<file path="config.mk">
export PLATFORM = sky130hd
export DESIGN_NAME = usr_top
export DESIGN_NICKNAME = d
export VERILOG_FILES = /design/src/pkg/usr_pkg.sv /design/src/pkg/usr_core_if.sv /design/src/rtl/usr_core.sv /design/src/rtl/usr_top.sv
export SDC_FILE = /design/constraint.sdc
export NUM_CORES = 1
export LEC_CHECK = 0
export ABC_AREA = 1
export BUFFER_PORTS_ARGS = -buffer_cell sky130_fd_sc_hd__buf_2
export CORE_MARGIN = 2
export CORE_UTILIZATION = 30
export CTS_BUF_LIST = sky130_fd_sc_hd__clkbuf_4
export DETAILED_ROUTE_END_ITERATION = 6
export PLACE_DENSITY = 0.58
export SYNTH_ARGS = -nofsm -noshare
export SYNTH_HDL_FRONTEND = slang
export SYNTH_HIERARCHICAL = 1
export SYNTH_SLANG_ARGS = --single-unit
</file>
<file path="constraint.sdc">
create_clock -name pclk -period 1.2 [get_ports pclk]
set_input_delay 0.12 -clock pclk [delete_from_list [all_inputs] [get_ports pclk]]
set_output_delay 0.12 -clock pclk [all_outputs]
set_load 0.02 [all_outputs]
</file>
<file path="src/pkg/usr_pkg.sv">
/*
 usr_pkg: constants shared by the four-bit universal shift register block.
 Holds the register map of the APB slave, field positions, reset values and widths.
 Assumes a 32-bit APB data path with one aligned word per register.
*/
package usr_pkg;

   localparam int USR_WIDTH  = 4;
   localparam int USR_ADDR_W = 12;
   localparam int USR_DATA_W = 32;

   // register byte addresses
   localparam logic [USR_ADDR_W-1:0] USR_CTRL_OFS  = 12'h000;
   localparam logic [USR_ADDR_W-1:0] USR_PDATA_OFS = 12'h004;
   localparam logic [USR_ADDR_W-1:0] USR_STEP_OFS  = 12'h008;
   localparam logic [USR_ADDR_W-1:0] USR_STATE_OFS = 12'h00c;

   // control register fields
   localparam int USR_CTRL_LOAD   = 0;
   localparam int USR_CTRL_SET    = 1;
   localparam int USR_CTRL_KEEP_N = 2;
   localparam int USR_CTRL_POL    = 3;
   localparam int USR_CTRL_CLEAR  = 4;

   // state register fields
   localparam int USR_STATE_STORED_LSB = 0;
   localparam int USR_STATE_OUT_LSB    = 4;

   // reset values
   localparam logic                 USR_POL_RESET    = 1'h1;
   localparam logic                 USR_KEEP_N_RESET = 1'h1;
   localparam logic [USR_WIDTH-1:0] USR_DATA_RESET   = 4'h0;

endpackage

</file>
<file path="src/pkg/usr_core_if.sv">
/*
 usr_core_if: signals between the APB front end and the shift register core.
 Assumes both ends run on the same pclk and reset.
*/
`timescale 1ns/1ps
interface usr_core_if;
   import usr_pkg::*;

   logic                 step;
   logic                 load_select;
   logic                 serial_set;
   logic                 serial_keep_n;
   logic                 clear;
   logic [USR_WIDTH-1:0] parallel_in;
   logic [USR_WIDTH-1:0] stored;

   modport ctrl (
      output step,
      output load_select,
      output serial_set,
      output serial_keep_n,
      output clear,
      output parallel_in,
      input  stored
   );

   modport core (
      input  step,
      input  load_select,
      input  serial_set,
      input  serial_keep_n,
      input  clear,
      input  parallel_in,
      output stored
   );

endinterface

</file>
<file path="src/rtl/usr_core.sv">
/*
 usr_core: four storage stages with parallel load, right shift and a J/K first stage.
 Assumes step is a one-cycle pulse standing for one rising edge of shift_clock,
 and clear is a level that holds the stages at zero.
*/
`timescale 1ns/1ps
module usr_core
   import usr_pkg::*;
(
   input  wire logic pclk,
   input  wire logic presetn,
   usr_core_if.core  link
);

   logic [USR_WIDTH-1:0] stored;
   logic [USR_WIDTH-1:0] next_stored;
   logic [USR_WIDTH-1:0] shifted;
   logic                 first_stage;

   // j/k first stage: set, clear, toggle or hold
   function automatic logic jk_next(input logic j, input logic k_n, input logic q);
      jk_next = (j & ~q) | (k_n & q);
   endfunction

   assign first_stage = jk_next(link.serial_set, link.serial_keep_n, stored[0]);
   assign shifted     = {stored[USR_WIDTH-2:0], first_stage};

   assign next_stored = link.clear ? USR_DATA_RESET :
                        !link.step ? stored :
                        link.load_select ? link.parallel_in : shifted;

   always_ff @(posedge pclk or negedge presetn) begin
      if (!presetn) begin
         stored <= USR_DATA_RESET;
      end else begin
         stored <= next_stored;
      end
   end

   assign link.stored = stored;

endmodule

</file>
<file path="src/rtl/usr_top.sv">
/*
 usr_top: APB slave around a four-bit universal shift register.
 Software sets load select, serial inputs, polarity and clear in the control register,
 parallel data in its own register, and writes the step register to give one shift
 clock edge. Assumes an APB master on pclk; every access takes one wait state.
*/
// Chosen here: the address map and the APB slave port.
`timescale 1ns/1ps
module usr_top
   import usr_pkg::*;
(
   input  wire logic                  pclk,
   input  wire logic                  presetn,
   input  wire logic                  psel,
   input  wire logic                  penable,
   input  wire logic                  pwrite,
   input  wire logic [USR_ADDR_W-1:0] paddr,
   input  wire logic [USR_DATA_W-1:0] pwdata,
   output logic      [USR_DATA_W-1:0] prdata,
   output logic                       pready,
   output logic                       pslverr,
   output logic      [USR_WIDTH-1:0]  parallel_out
);

   usr_core_if link ();

   usr_core u_core (
      .pclk    (pclk),
      .presetn (presetn),
      .link    (link.core)
   );

   // control and data registers
   logic                 load_select;
   logic                 serial_set;
   logic                 serial_keep_n;
   logic                 polarity;
   logic                 async_clear;
   logic [USR_WIDTH-1:0] parallel_in;
   logic                 step;

   // bus decode
   logic                  access_wait;
   logic                  access_done;
   logic                  wr_done;
   logic                  hit_ctrl;
   logic                  hit_pdata;
   logic                  hit_step;
   logic                  hit_state;
   logic                  addr_ok;
   logic [USR_DATA_W-1:0] rdata;
   logic [USR_DATA_W-1:0] ctrl_word;
   logic [USR_DATA_W-1:0] state_word;
   logic [USR_WIDTH-1:0]  next_out;

   function automatic logic addr_is(input logic [USR_ADDR_W-1:0] a,
                                    input logic [USR_ADDR_W-1:0] ofs);
      addr_is = (a == ofs);
   endfunction

   assign access_wait = psel & penable & ~pready;
   assign access_done = psel & penable & pready;
   assign wr_done     = access_done & pwrite;

   assign hit_ctrl  = addr_is(paddr, USR_CTRL_OFS);
   assign hit_pdata = addr_is(paddr, USR_PDATA_OFS);
   assign hit_step  = addr_is(paddr, USR_STEP_OFS);
   assign hit_state = addr_is(paddr, USR_STATE_OFS);
   assign addr_ok   = hit_ctrl | hit_pdata | hit_step | hit_state;

   always_comb begin
      ctrl_word = '0;
      ctrl_word[USR_CTRL_LOAD]   = load_select;
      ctrl_word[USR_CTRL_SET]    = serial_set;
      ctrl_word[USR_CTRL_KEEP_N] = serial_keep_n;
      ctrl_word[USR_CTRL_POL]    = polarity;
      ctrl_word[USR_CTRL_CLEAR]  = async_clear;
   end

   always_comb begin
      state_word = '0;
      state_word[USR_STATE_STORED_LSB +: USR_WIDTH] = link.stored;
      state_word[USR_STATE_OUT_LSB +: USR_WIDTH]    = parallel_out;
   end

   assign rdata = hit_ctrl  ? ctrl_word :
                  hit_pdata ? USR_DATA_W'(parallel_in) :
                  hit_state ? state_word : '0;

   // apb answer: one wait state, data and error valid with pready
   always_ff @(posedge pclk or negedge presetn) begin
      if (!presetn) begin
         pready  <= 1'b0;
         prdata  <= '0;
         pslverr <= 1'b0;
      end else begin
         pready  <= access_wait;
         prdata  <= (access_wait & ~pwrite) ? rdata : '0;
         pslverr <= access_wait & ~addr_ok;
      end
   end

   // register writes take effect at the completing edge
   always_ff @(posedge pclk or negedge presetn) begin
      if (!presetn) begin
         load_select   <= 1'b0;
         serial_set    <= 1'b0;
         serial_keep_n <= USR_KEEP_N_RESET;
         polarity      <= USR_POL_RESET;
         async_clear   <= 1'b0;
      end else if (wr_done && hit_ctrl) begin
         load_select   <= pwdata[USR_CTRL_LOAD];
         serial_set    <= pwdata[USR_CTRL_SET];
         serial_keep_n <= pwdata[USR_CTRL_KEEP_N];
         polarity      <= pwdata[USR_CTRL_POL];
         async_clear   <= pwdata[USR_CTRL_CLEAR];
      end
   end

   always_ff @(posedge pclk or negedge presetn) begin
      if (!presetn) begin
         parallel_in <= USR_DATA_RESET;
      end else if (wr_done && hit_pdata) begin
         parallel_in <= pwdata[USR_WIDTH-1:0];
      end
   end

   // a step write stands for one rising edge of shift_clock
   always_ff @(posedge pclk or negedge presetn) begin
      if (!presetn) begin
         step <= 1'b0;
      end else begin
         step <= wr_done & hit_step;
      end
   end

   assign link.step          = step;
   assign link.load_select   = load_select;
   assign link.serial_set    = serial_set;
   assign link.serial_keep_n = serial_keep_n;
   assign link.clear         = async_clear;
   assign link.parallel_in   = parallel_in;

   // output polarity, registered from the stored bits
   assign next_out = polarity ? link.stored : ~link.stored;

   always_ff @(posedge pclk or negedge presetn) begin
      if (!presetn) begin
         parallel_out <= USR_DATA_RESET;
      end else begin
         parallel_out <= next_out;
      end
   end

   logic [USR_WIDTH-1:0] stored_w;
   assign stored_w = link.stored;
endmodule

</file>
# Word level (Yosys, flattened, before mapping)
# Index checks and enable logic that the tools add are counted.
# W data, S select, Z words.
[totals] register_bits=28 latch_bits=0 mem_bits_rw=0 mem_bits_ro=0 in_bits=49 elab_cells=45 n_memories=0
[op_classes] n_addsub=0 n_mul=0 div=0 n_lt_le_gt_ge=0 n_eq_ne=3 shift=0 muxes=8 n_bitwise=18 reduce_logical=4
[op_table] operator="$mux W8" count=4
[op_table] operator="$eq A12 B4 Y1 const B" count=2
[op_table] operator="$mux W4" count=4
[op_table] operator="$eq A12 B3 Y1 const B" count=1
[op_table] operator="$logic_not A12 Y1" count=1
[op_table] operator="$and A1 B1 Y1" count=9
[op_table] operator="$not A1 Y1" count=4
[op_table] operator="$not A4 Y4" count=1
[op_table] operator="$or A1 B1 Y1" count=4
[op_table] operator="$logic_and A1 B1 Y1" count=2
[op_table] operator="$reduce_bool A2 Y1" count=1

# Longest topological paths before layout
# Gate-level depths: netlist (run 1).
[depth] ltp_word=6 mapped_depth=9 depth_no_buf=8

# Hierarchy
# Netlist (run 1), hierarchy kept.
[modules_own_cells] module="usr_top" n_inst=1 cells_per_inst=159 area_each_um2=1352.5 seq_area_each_um2=603.1
[modules_own_cells] module="usr_core" n_inst=1 cells_per_inst=35 area_each_um2=221.5 seq_area_each_um2=100.1

# Least setup slack after synthesis (run 1)
# No wires, ideal clock.
[synth_timing] path_type="reg2reg" start="register pready" end="register load_select (netlist: link.load_select)" setup_time_ns=0.126 t_arrival_ns=1.094 t_required_ns=1.074 setup_slack_ns=-0.020 path_stages_with_launch=6 cell_sequence="dfrtp_1 > nand2_1 > nor2_1 > inv_1 > nor2_8 > o21ai_0"
[synth_between] elab_chain_cells=3
[synth_rtl] element="from (decl)" line_no="usr_top.sv:20" source="output logic pready,"
[synth_rtl] element="from (signal assigned)" line_no="usr_top.sv:97" source="pready <= access_wait;"
[synth_rtl] element="$and A1 B1 Y1" line_no="usr_top.sv:62" source="assign access_done = psel & penable & pready;"
[synth_rtl] element="$and A1 B1 Y1" line_no="usr_top.sv:63" source="assign wr_done = access_done & pwrite;"
[synth_rtl] element="$logic_and A1 B1 Y1" line_no="usr_top.sv:111" source="end else if (wr_done && hit_ctrl) begin"
[synth_rtl] element="to (signal assigned)" line_no="usr_top.sv:112" source="load_select <= pwdata[USR_CTRL_LOAD];"
[synth_rtl] element="to (decl)" line_no="usr_top.sv:34" source="logic load_select;"
# Every way passes these cells.
# A chain may end at the register's enable or synchronous reset.

# Final worst setup path (run 1)
[layout_timing] start="register pready" end="register parallel_in[3] (netlist: link.parallel_in[3])"
[layout_between] elab_chain_cells=3
[layout_rtl] element="$and A1 B1 Y1" line_no="usr_top.sv:62"
[layout_rtl] element="$and A1 B1 Y1" line_no="usr_top.sv:63"
[layout_rtl] element="$logic_and A1 B1 Y1" line_no="usr_top.sv:123" source="end else if (wr_done && hit_pdata) begin"
[layout_rtl] element="to (signal assigned)" line_no="usr_top.sv:124" source="parallel_in <= pwdata[USR_WIDTH-1:0];"
[layout_rtl] element="to (decl)" line_no="usr_top.sv:39" source="logic [USR_WIDTH-1:0] parallel_in;"
# Every way passes these cells.

==> results of run 1 <==
## metrics by stage
stage	instances	area, um^2	utilization [%]
floorplan	217	1660	-
global placement	299	1760	34.7
CTS	306	1820	35.9
global route	306	1820	35.9
finish	306	1820	35.9
detailed placement	299	1760	34.7
## cells in the mapped netlist, drive strengths merged
library cell,n,area share (%)
conb,1,0.24
dfstp,2,3.3
o21ai,11,3.5
nand4,1,0.40
dfrtp,26,41
buf,26,13
nor2,20,8.0
nand2,52,13
inv,26,6.2
xnor2,4,2.2
nand3,23,8.1
clkbuf,1,0.24
a21boi,1,0.48
## cells by family (layout without fill, tap and decap cells)
family                    count (synthesis)  in the layout
xor gates and xnor gates                  4              4
buffers and inverters                    53             72
other                                     1             24
AOI/OAI and AO/OA                        12             12
DFF                                      28             28
and+or+nand+nor                          96             96
## tightest hold or removal path, stage by stage
cell     delay (ns)
buf_2          0.10
inv_1          0.04
o21ai_1        0.06
## per-layer routing
metal | track usage (%) | up-vias | wire length, um
met4 | 3.27 | 0 | 19
met3 | 2.61 | 2 | 175
li1 | - | 629 | -
met5 | 0 | - | 0
met1 | 12.7 | 549 | 1300
met2 | 16.3 | 36 | 1350
## worst max path at each step
stage | start | endpoint | slack (ns)
after floorplan | pready | link.load_select | 0.03
after global placement | paddr[1] | link.load_select | 0.04
after detailed placement | paddr[1] | link.serial_set | 0.02
after CTS | pready | polarity | 0.05
after global routing | pready | link.parallel_in[3] | 0.02
final | pready | link.parallel_in[3] | 0.12
## registers in the layout, summed over array words and instances (netlist names)
register	count
prdata	8
link.parallel_in	4
parallel_out	4
u_core/link.stored	4
async_clear	1
link.load_select	1
link.serial_keep_n	1
link.serial_set	1
link.step	1
polarity	1
pready	1
pslverr	1
## timing repair
| item | 4_1_cts | 5_1_grt |
|---|---|---|
| resized for setup | 0 | 2 |
| hold buffers | 3 | 0 |
| setup endpoints to repair | 0 | 5 |
| endpoints found under the hold margin | 28 | 0 |
## layout make-up
class | count | share of cell area (%)
Sequential cell | 28 | 38.6
Multi-Input combinational cell | 136 | 36.0
Timing Repair Buffer | 42 | 13.6
Inverter | 26 | 5.35
Tap cell | 70 | 4.80
Clock buffer | 4 | 1.65
## power breakdown
| group | leakage [nW] | switching, mW | total (mW) | internal (mW) |
|---|---|---|---|---|
| registers | 0.371 | 0.00174 | 0.950 | 0.948 |
| logic | 0.684 | 0.138 | 0.188 | 0.0502 |
| clock network | 0.0184 | 0.267 | 0.419 | 0.153 |
| total | 1.07 | 0.406 | 1.56 | 1.15 |
==> out/qor.yml, run 1 <==
status: "complete, no violations"
worstHoldStart: "pwdata[0]"
min_to: "link.parallel_in[0]"
rsz0062_at_grt: "false"
area_growth_pct: 15.8
drt_iter0_drc: 97
cts_tree: "done"
p_per_area_nw_per_um2: 854
synthAdderAreaFrac_pct: 0
grt_pass1_wl_um: 4730
critical_path_class: "reg2reg"
n_antenna_cell: 0
yosysSeqAreaShare_pct: 44.7
drv_cap: 0
hp-class: "in2reg"
setup_viol: 0
min_path_cells: 3
drv_slew: 0
synthDistinctLibCells: 22
grt.overflow.total: 0
start_util_pct: 31.0
crit_buf_inv: 1
p_leak_nw: 1.07
cp.depth: 6
clk_latency_ns: 0.32
fin_nets: 286
regToRegStartpoint: "pready"
end_kind: "register"
yosysWarnings: 6
place_hpwl_um: 2190
syn-cell-area_um2: 1570
route.vias.total: 1216
yosys.area_share.xor_xnor_pct: 2.23
gp_congestion: 0.758
synth_top_family_by_area: "simple AND/OR/NAND/NOR gates"
final_antenna_net_count: 0
cp_max_fo: 8
layout_commonest_cell: "nand2_1"
grt_pass1_vias: 1080
wl_per_cell_um: 9.27
root_buffer: "clkbuf_4"
crit_family: "flip-flops"
multi_input_area_um2: 656
drive_gt1_share_pct: 25.0
ys_ff_latch: 28
wl_um: 2840
cp_slowest_cell: "dfrtp_2"
synthMuxAreaShare_pct: 0
crit_top_cell: "nand2_1"
first_pass_iters: 5
dp_slack_ns: 0.0178
chipWidth_um: 76.4
setup_slack_ns: 0.121
clock_sinks: 28
cp_data_arrival_time_ns: 1.30
clkTransAtPathRegs_ns: 0.15
path_cells: "nand2_1 -> nor2_2 -> buf_4 -> nand3_4 -> nand2_1 -> o21ai_1"
max_stage_delay_ns: 0.40
ios: 87
ff_latch_area_um2: 704
via_per_inst: 3.97
dieHeight_um: 76.4
track_usage_pct: 9.93
reg2reg_to: "link.parallel_in[3]"
hold_ws_ns: 0.0121
hold_violations: 0
grt_antenna_before_repair: 0
synth_cells: 194
fin_crit_sh_pct: 89.9
die_area_um2: 5840
fin_total_pwr_mw: 1.56
fin_skew_ns: 0.0107
fin_crit_ns: 1.08
layout_common_cells: "nand2_1, buf_2, dfrtp_1, inv_1, conb_1"
cts_buffers: 3
cp-start-kind: "register"
cts.path.max_buffers: 2
fmax_mhz: 927
grt_max_degree: 29
yosys.area_share.simple_pct: 29.6
critPathRequiredTime_ns: 1.42
synth-compound-area-share_pct: 3.97
io_buffers: 35
nFillCells: 561
r2r_cells: 6
core_um2: 5070
worst-r2r-setup-slack_ns: 0.12
post-cts-setup-buffers: 0
row_count: 26
ir_drop_v: 0.000385
syn-mean-instance-area_um2: 8.11
fin_setup_tns_ns: 0
drcViolationCount: 0
h-tree-depth: 1
No activity file was read; power rests on OpenSTA's default activity.
==> inputs of run 2 (changes only) <==
- ABC_AREA: 1 -> unset
- BUFFER_PORTS_ARGS: -buffer_cell sky130_fd_sc_hd__buf_2 -> unset
- DONT_BUFFER_PORTS: unset -> 1
- PLACE_DENSITY: 0.58 -> 0.44
- SETUP_SLACK_MARGIN: unset -> 0.3
==> out/qor.yml, run 2 <==
status: "finished, violations left"
violations: "setup timing"
n_antenna_cell: 0
yosys-top-cells-count: "dfrtp_1, buf_4, nor2_1"
p_per_area_nw_per_um2: 883
path_cells: "or4bb_1 -> or4_1 -> buf_6 -> nor2_1"
drt_iter0_drc: 69
grt_antenna_before_repair: 0
fin_skew_ns: 0.0123
io_buffers: 0
synth-edff-count: 0
syn-mean-instance-area_um2: 11.6
yosysWarnings: 6
critical_path_class: "reg2reg"
drcViolationCount: 0
cp-start-kind: "register"
synthArstFlopShare_pct: 100
root_buffer: "clkbuf_4"
rsz0062_at_grt: "true"
ys_ff_latch: 28
setup_slack_ns: -0.451
cp_slowest_cell: "or4bb_1"
layout_common_cells: "conb_1, dfrtp_1, nor2_1, dlygate4sd3_1"
grt_pass1_vias: 994
first_pass_iters: 4
crit_family: "simple AND/OR/NAND/NOR gates"
drv_cap: 0
cp_data_arrival_time_ns: 1.91
clock_sinks: 28
crit_buf_inv: 1
post_dp_cell_area_um2: 1480
clk_latency_ns: 0.33
setup_viol: 18
critPathRequiredTime_ns: 1.46
core_um2: 4690
area_growth_pct: 21.5
synth_top_area_share_pct: 45.0
dp_slack_ns: -0.516
gp_congestion: 0.768
dieHeight_um: 73.4
final_antenna_net_count: 0
hp-class: "in2reg"
end_kind: "register"
hold_ws_ns: 0.0775
fmax_mhz: 606
die_area_um2: 5390
cts.path.max_buffers: 2
fin_total_pwr_mw: 1.55
grt.overflow.total: 0
layout_commonest_cell: "conb_1"
regMostFlops: "prdata"
wl_per_cell_um: 15.1
synth_ff_type: "dfrtp_1"
wl_um: 3030
hold_violations: 0
stdcell_area_um2: 1760
ir_drop_v: 0.000363
via_per_inst: 4.71
route.vias.total: 946
place_hpwl_um: 2080
chipWidth_um: 73.4
p_leak_nw: 0.763
grt_pass1_wl_um: 4830
ios: 87
row_count: 25
cp_max_fo: 8
syn-cell-area_um2: 1450
track_usage_pct: 11.7
cts_buffers: 3
grt_max_degree: 29
clkTransAtPathRegs_ns: 0.16
fin_nets: 197
fin_crit_ns: 1.65
fin_crit_sh_pct: 138
fin_setup_tns_ns: -6.92
drive_gt1_share_pct: 42.9
yosysMostFrequentCell: "dfrtp_1"
synth_top_area_cell: "dfrtp_1"
max_stage_delay_ns: 0.46
synthDistinctLibCells: 30
start_util_pct: 30.8
cts_tree: "done"
largest_reg_flops: 8
ys_top_cells_by_area: "dfrtp_1, buf_4, mux2_2"
yosysSeqAreaShare_pct: 48.6
synth_cells: 125
drv_slew: 0
h-tree-depth: 1
-- run 2: cell types whose count changed after synthesis, moves of 4 or more --
cell     change
nand3_1     -18
o21ai_0      -5
mux2_2       +9
mux2_4       +4
inv_1       -25
o21ai_1      -6
nor2_4       -4
nand2_1     -48
a22oi_1      +4
-- run 2: final cells by class --
cell class	instances	area [um^2]
flip-flops and latches	28	714
clock buffers	4	30.0
repair buffers	26	255
fillers	475	2930
well taps	54	67.6
multi-input cells	89	691
-- run 2: worst paths after layout --
kind,from,cells past startpoint,slack [ns],to
worst min-delay path,paddr[3],3,0.08,prdata[4]
max in group asynchronous,presetn,2,0.75,link.serial_keep_n
worst max register to register,pready,4,-0.45,prdata[1]
min in group asynchronous,presetn,2,0.20,prdata[6]
worst max-delay path,pready,4,-0.45,prdata[1]
worst min register to register,u_core/link.stored[3],1,0.51,parallel_out[3]
-- run 2: cell families (layout without fill, tap and decap cells) --
logic type / after synthesis / in the layout / share of synthesized area, %
AOI/OAI and AO/OA: 9 / 9 / 4.50
xor gates and xnor gates: 4 / 4 / 2.42
buffers and inverters: 31 / 30 / 15.0
DFF: 28 / 28 / 48.6
muxes: 16 / 16 / 13.2
other: 1 / 24 / 0.259
and+or+nand+nor: 36 / 36 / 16.0
-- run 2: what timing repair did --
action	4_1_cts	5_1_grt
setup buffers	4	2
endpoints found under the setup margin	36	37
pin swaps	4	0
hold buffers	11	0
endpoints found under the hold margin	48	0
gates resized for setup	17	9
cloned	0	0
-- run 2: routing by layer --
metal	global-route usage, %	vias to the layer above	share of wire (%)
met4	5.05	0	1.8
met2	19.8	52	50
li1	-	432	-
met5	0	-	0
met3	2.74	6	7.8
met1	14.1	456	40
-- run 2: power by group --
part           switching (mW)  internal (mW)
Combinational           0.120         0.0485
Clock                   0.278          0.153
Sequential            0.00445          0.949
-- run 2: tightest hold or removal path, cell delays in order --
cell,delay (ns)
nor2_1,0.08
nand2_1,0.11
a21oi_2,0.06
-- run 2: metrics by stage --
stage          util, %  std cells
2_1_floorplan        -        148
3_3_place_gp      31.6        180
3_5_place_dp      31.6        180
4_1_cts           36.6        199
5_1_grt           37.5        201
6_report          37.5        201
==> inputs of run 3 (changes only) <==
- ABC_AREA: unset -> 1
==> out/qor.yml, run 3 (synthesis gave the netlist of run 1 again) <==
status: "finished, violations left"
violations: "hold timing"
clock_sinks: 28
stdcell_area_um2: 1870
drv_slew: 0
fin_crit_sh_pct: 91.6
grt_max_degree: 29
reg2reg_to: "prdata[5]"
h-tree-depth: 1
drcViolationCount: 0
drive_gt1_share_pct: 32.2
worstHoldStart: "paddr[3]"
critPathRequiredTime_ns: 1.49
post_dp_cell_area_um2: 1640
crit_buf_inv: 2
route.vias.total: 1122
chipWidth_um: 76.4
cts_hold_repair.buffers: 8
layout_common_cells: "nand2_1, conb_1, inv_1, nand3_1"
hold_ws_ns: -0.0300
wl_per_cell_um: 11.2
cts_tree: "done"
row_count: 26
ios: 87
core_um2: 5070
rsz0062_at_grt: "true"
p_per_area_nw_per_um2: 830
clkTransAtPathRegs_ns: 0.16
regToRegStartpoint: "pready"
track_usage_pct: 11.7
die_area_um2: 5840
cts_buffers: 3
intPower_mw: 1.12
start_util_pct: 31.0
min_to: "link.step"
min_path_cells: 2
clk_latency_ns: 0.33
layout_commonest_cell: "nand2_1"
fin_setup_tns_ns: 0
hp-class: "in2reg"
clkPwrFrac_pct: 26.8
grt_antenna_before_repair: 0
regMostFlops: "prdata"
dieHeight_um: 76.4
drt_iter0_drc: 47
crit_family: "flip-flops"
cp-start-kind: "register"
path_cells: "inv_2 -> nand2_2 -> nor2_4 -> buf_4 -> nand2_2 -> nor2_1"
switching_share_pct: 27.9
via_per_inst: 3.99
grt_pass1_vias: 1119
grt_pass1_wl_um: 5490
drv_cap: 0
ir_drop_v: 0.000357
cp_max_fo: 5
hold_violations: 2
max_stage_delay_ns: 0.46
place_hpwl_um: 2320
grt.overflow.total: 0
fin_skew_ns: 0.0100
final_antenna_net_count: 0
cts.path.max_buffers: 2
crit_top_cell: "nand2_2"
fmax_mhz: 910
cp_slowest_cell: "dfrtp_2"
area_growth_pct: 18.7
largest_reg_flops: 8
worst-r2r-setup-slack_ns: 0.10
wl_um: 3160
root_buffer: "clkbuf_4"
first_pass_iters: 4
r2r_cells: 6
io_buffers: 0
cp_data_arrival_time_ns: 1.38
critical_path_class: "reg2reg"
gp_congestion: 0.753
setup_viol: 0
fin_crit_ns: 1.10
seqPwrFrac_pct: 61.6
n_antenna_cell: 0
end_kind: "register"
p_sw_uw: 432
p_leak_nw: 0.948
power_frac_comb_pct: 11.6
fin_nets: 261
==> run 3: cell types whose count changed in the layout (fill, tap and decap cells not counted), sizes merged, moves of 2 or more <==
cell         delta
a211oi          -3
a22oi           -4
buf             -7
dlygate4sd3     -3
inv            +26
mux2           -13
mux2i           -3
nand2          +50
nand3          +19
nor2            +8
nor3            -3
nor4            -2
o21ai          +11
or4             -5
==> run 3: cell type report <==
type                    count  area (um^2)
inverters                  26          103
multi-input cells         137          771
fillers                   556         3210
clock inverters             1         3.75
well taps                  70         87.6
repair buffers             16          161
clock buffers               3         22.5
flip-flops and latches     28          719
==> run 3: per-stage QoR <==
step                      setup WS [ns]  util (%)  power (mW)  instances
final                             0.101      36.8        1.55        281
after global routing             0.0119      36.8        1.62        281
after CTS                         0.124      35.3        1.57        279
after detailed placement         0.0980      32.3        1.10        265
after global placement           0.0823      32.3        1.10        265
after floorplan                   0.183         -        1.15        217
==> run 3: repair_timing <==
action	CTS	global route
pin swaps	6	7
cloned	1	0
setup buffers	1	2
gates resized for setup	11	26
hold endpoints to repair	43	2
endpoints found under the setup margin	35	40
==> run 3: worst max path at each step <==
stage	from	to	slack (ns)	cells after the start
6_report	pready	prdata[5]	0.10	6
2_1_floorplan	pready	polarity	0.18	6
3_5_place_dp	paddr[9]	prdata[2]	0.1	9
3_3_place_gp	paddr[9]	prdata[1]	0.08	8
5_1_grt	pready	link.serial_set	0.01	6
4_1_cts	pready	pready	0.12	1
==> run 3: routing by layer <==
| layer | vias to the layer above | track usage, % | routed length (um) |
|---|---|---|---|
| met5 | - | 0 | 0 |
| met4 | 0 | 4.36 | 43 |
| met3 | 4 | 2.49 | 189 |
| met2 | 35 | 17.8 | 1450 |
| met1 | 500 | 16.3 | 1470 |
| li1 | 583 | - | - |
==> run 3: power groups by stage <==
| stage | clock network, mW | logic (mW) | registers [mW] |
|---|---|---|---|
| 2_1_floorplan | 0 | 0.172 | 0.973 |
| 3_3_place_gp | 0 | 0.126 | 0.971 |
| 3_5_place_dp | 0 | 0.127 | 0.971 |
| 4_1_cts | 0.442 | 0.178 | 0.954 |
| 5_1_grt | 0.465 | 0.198 | 0.955 |
| 6_report | 0.416 | 0.180 | 0.954 |
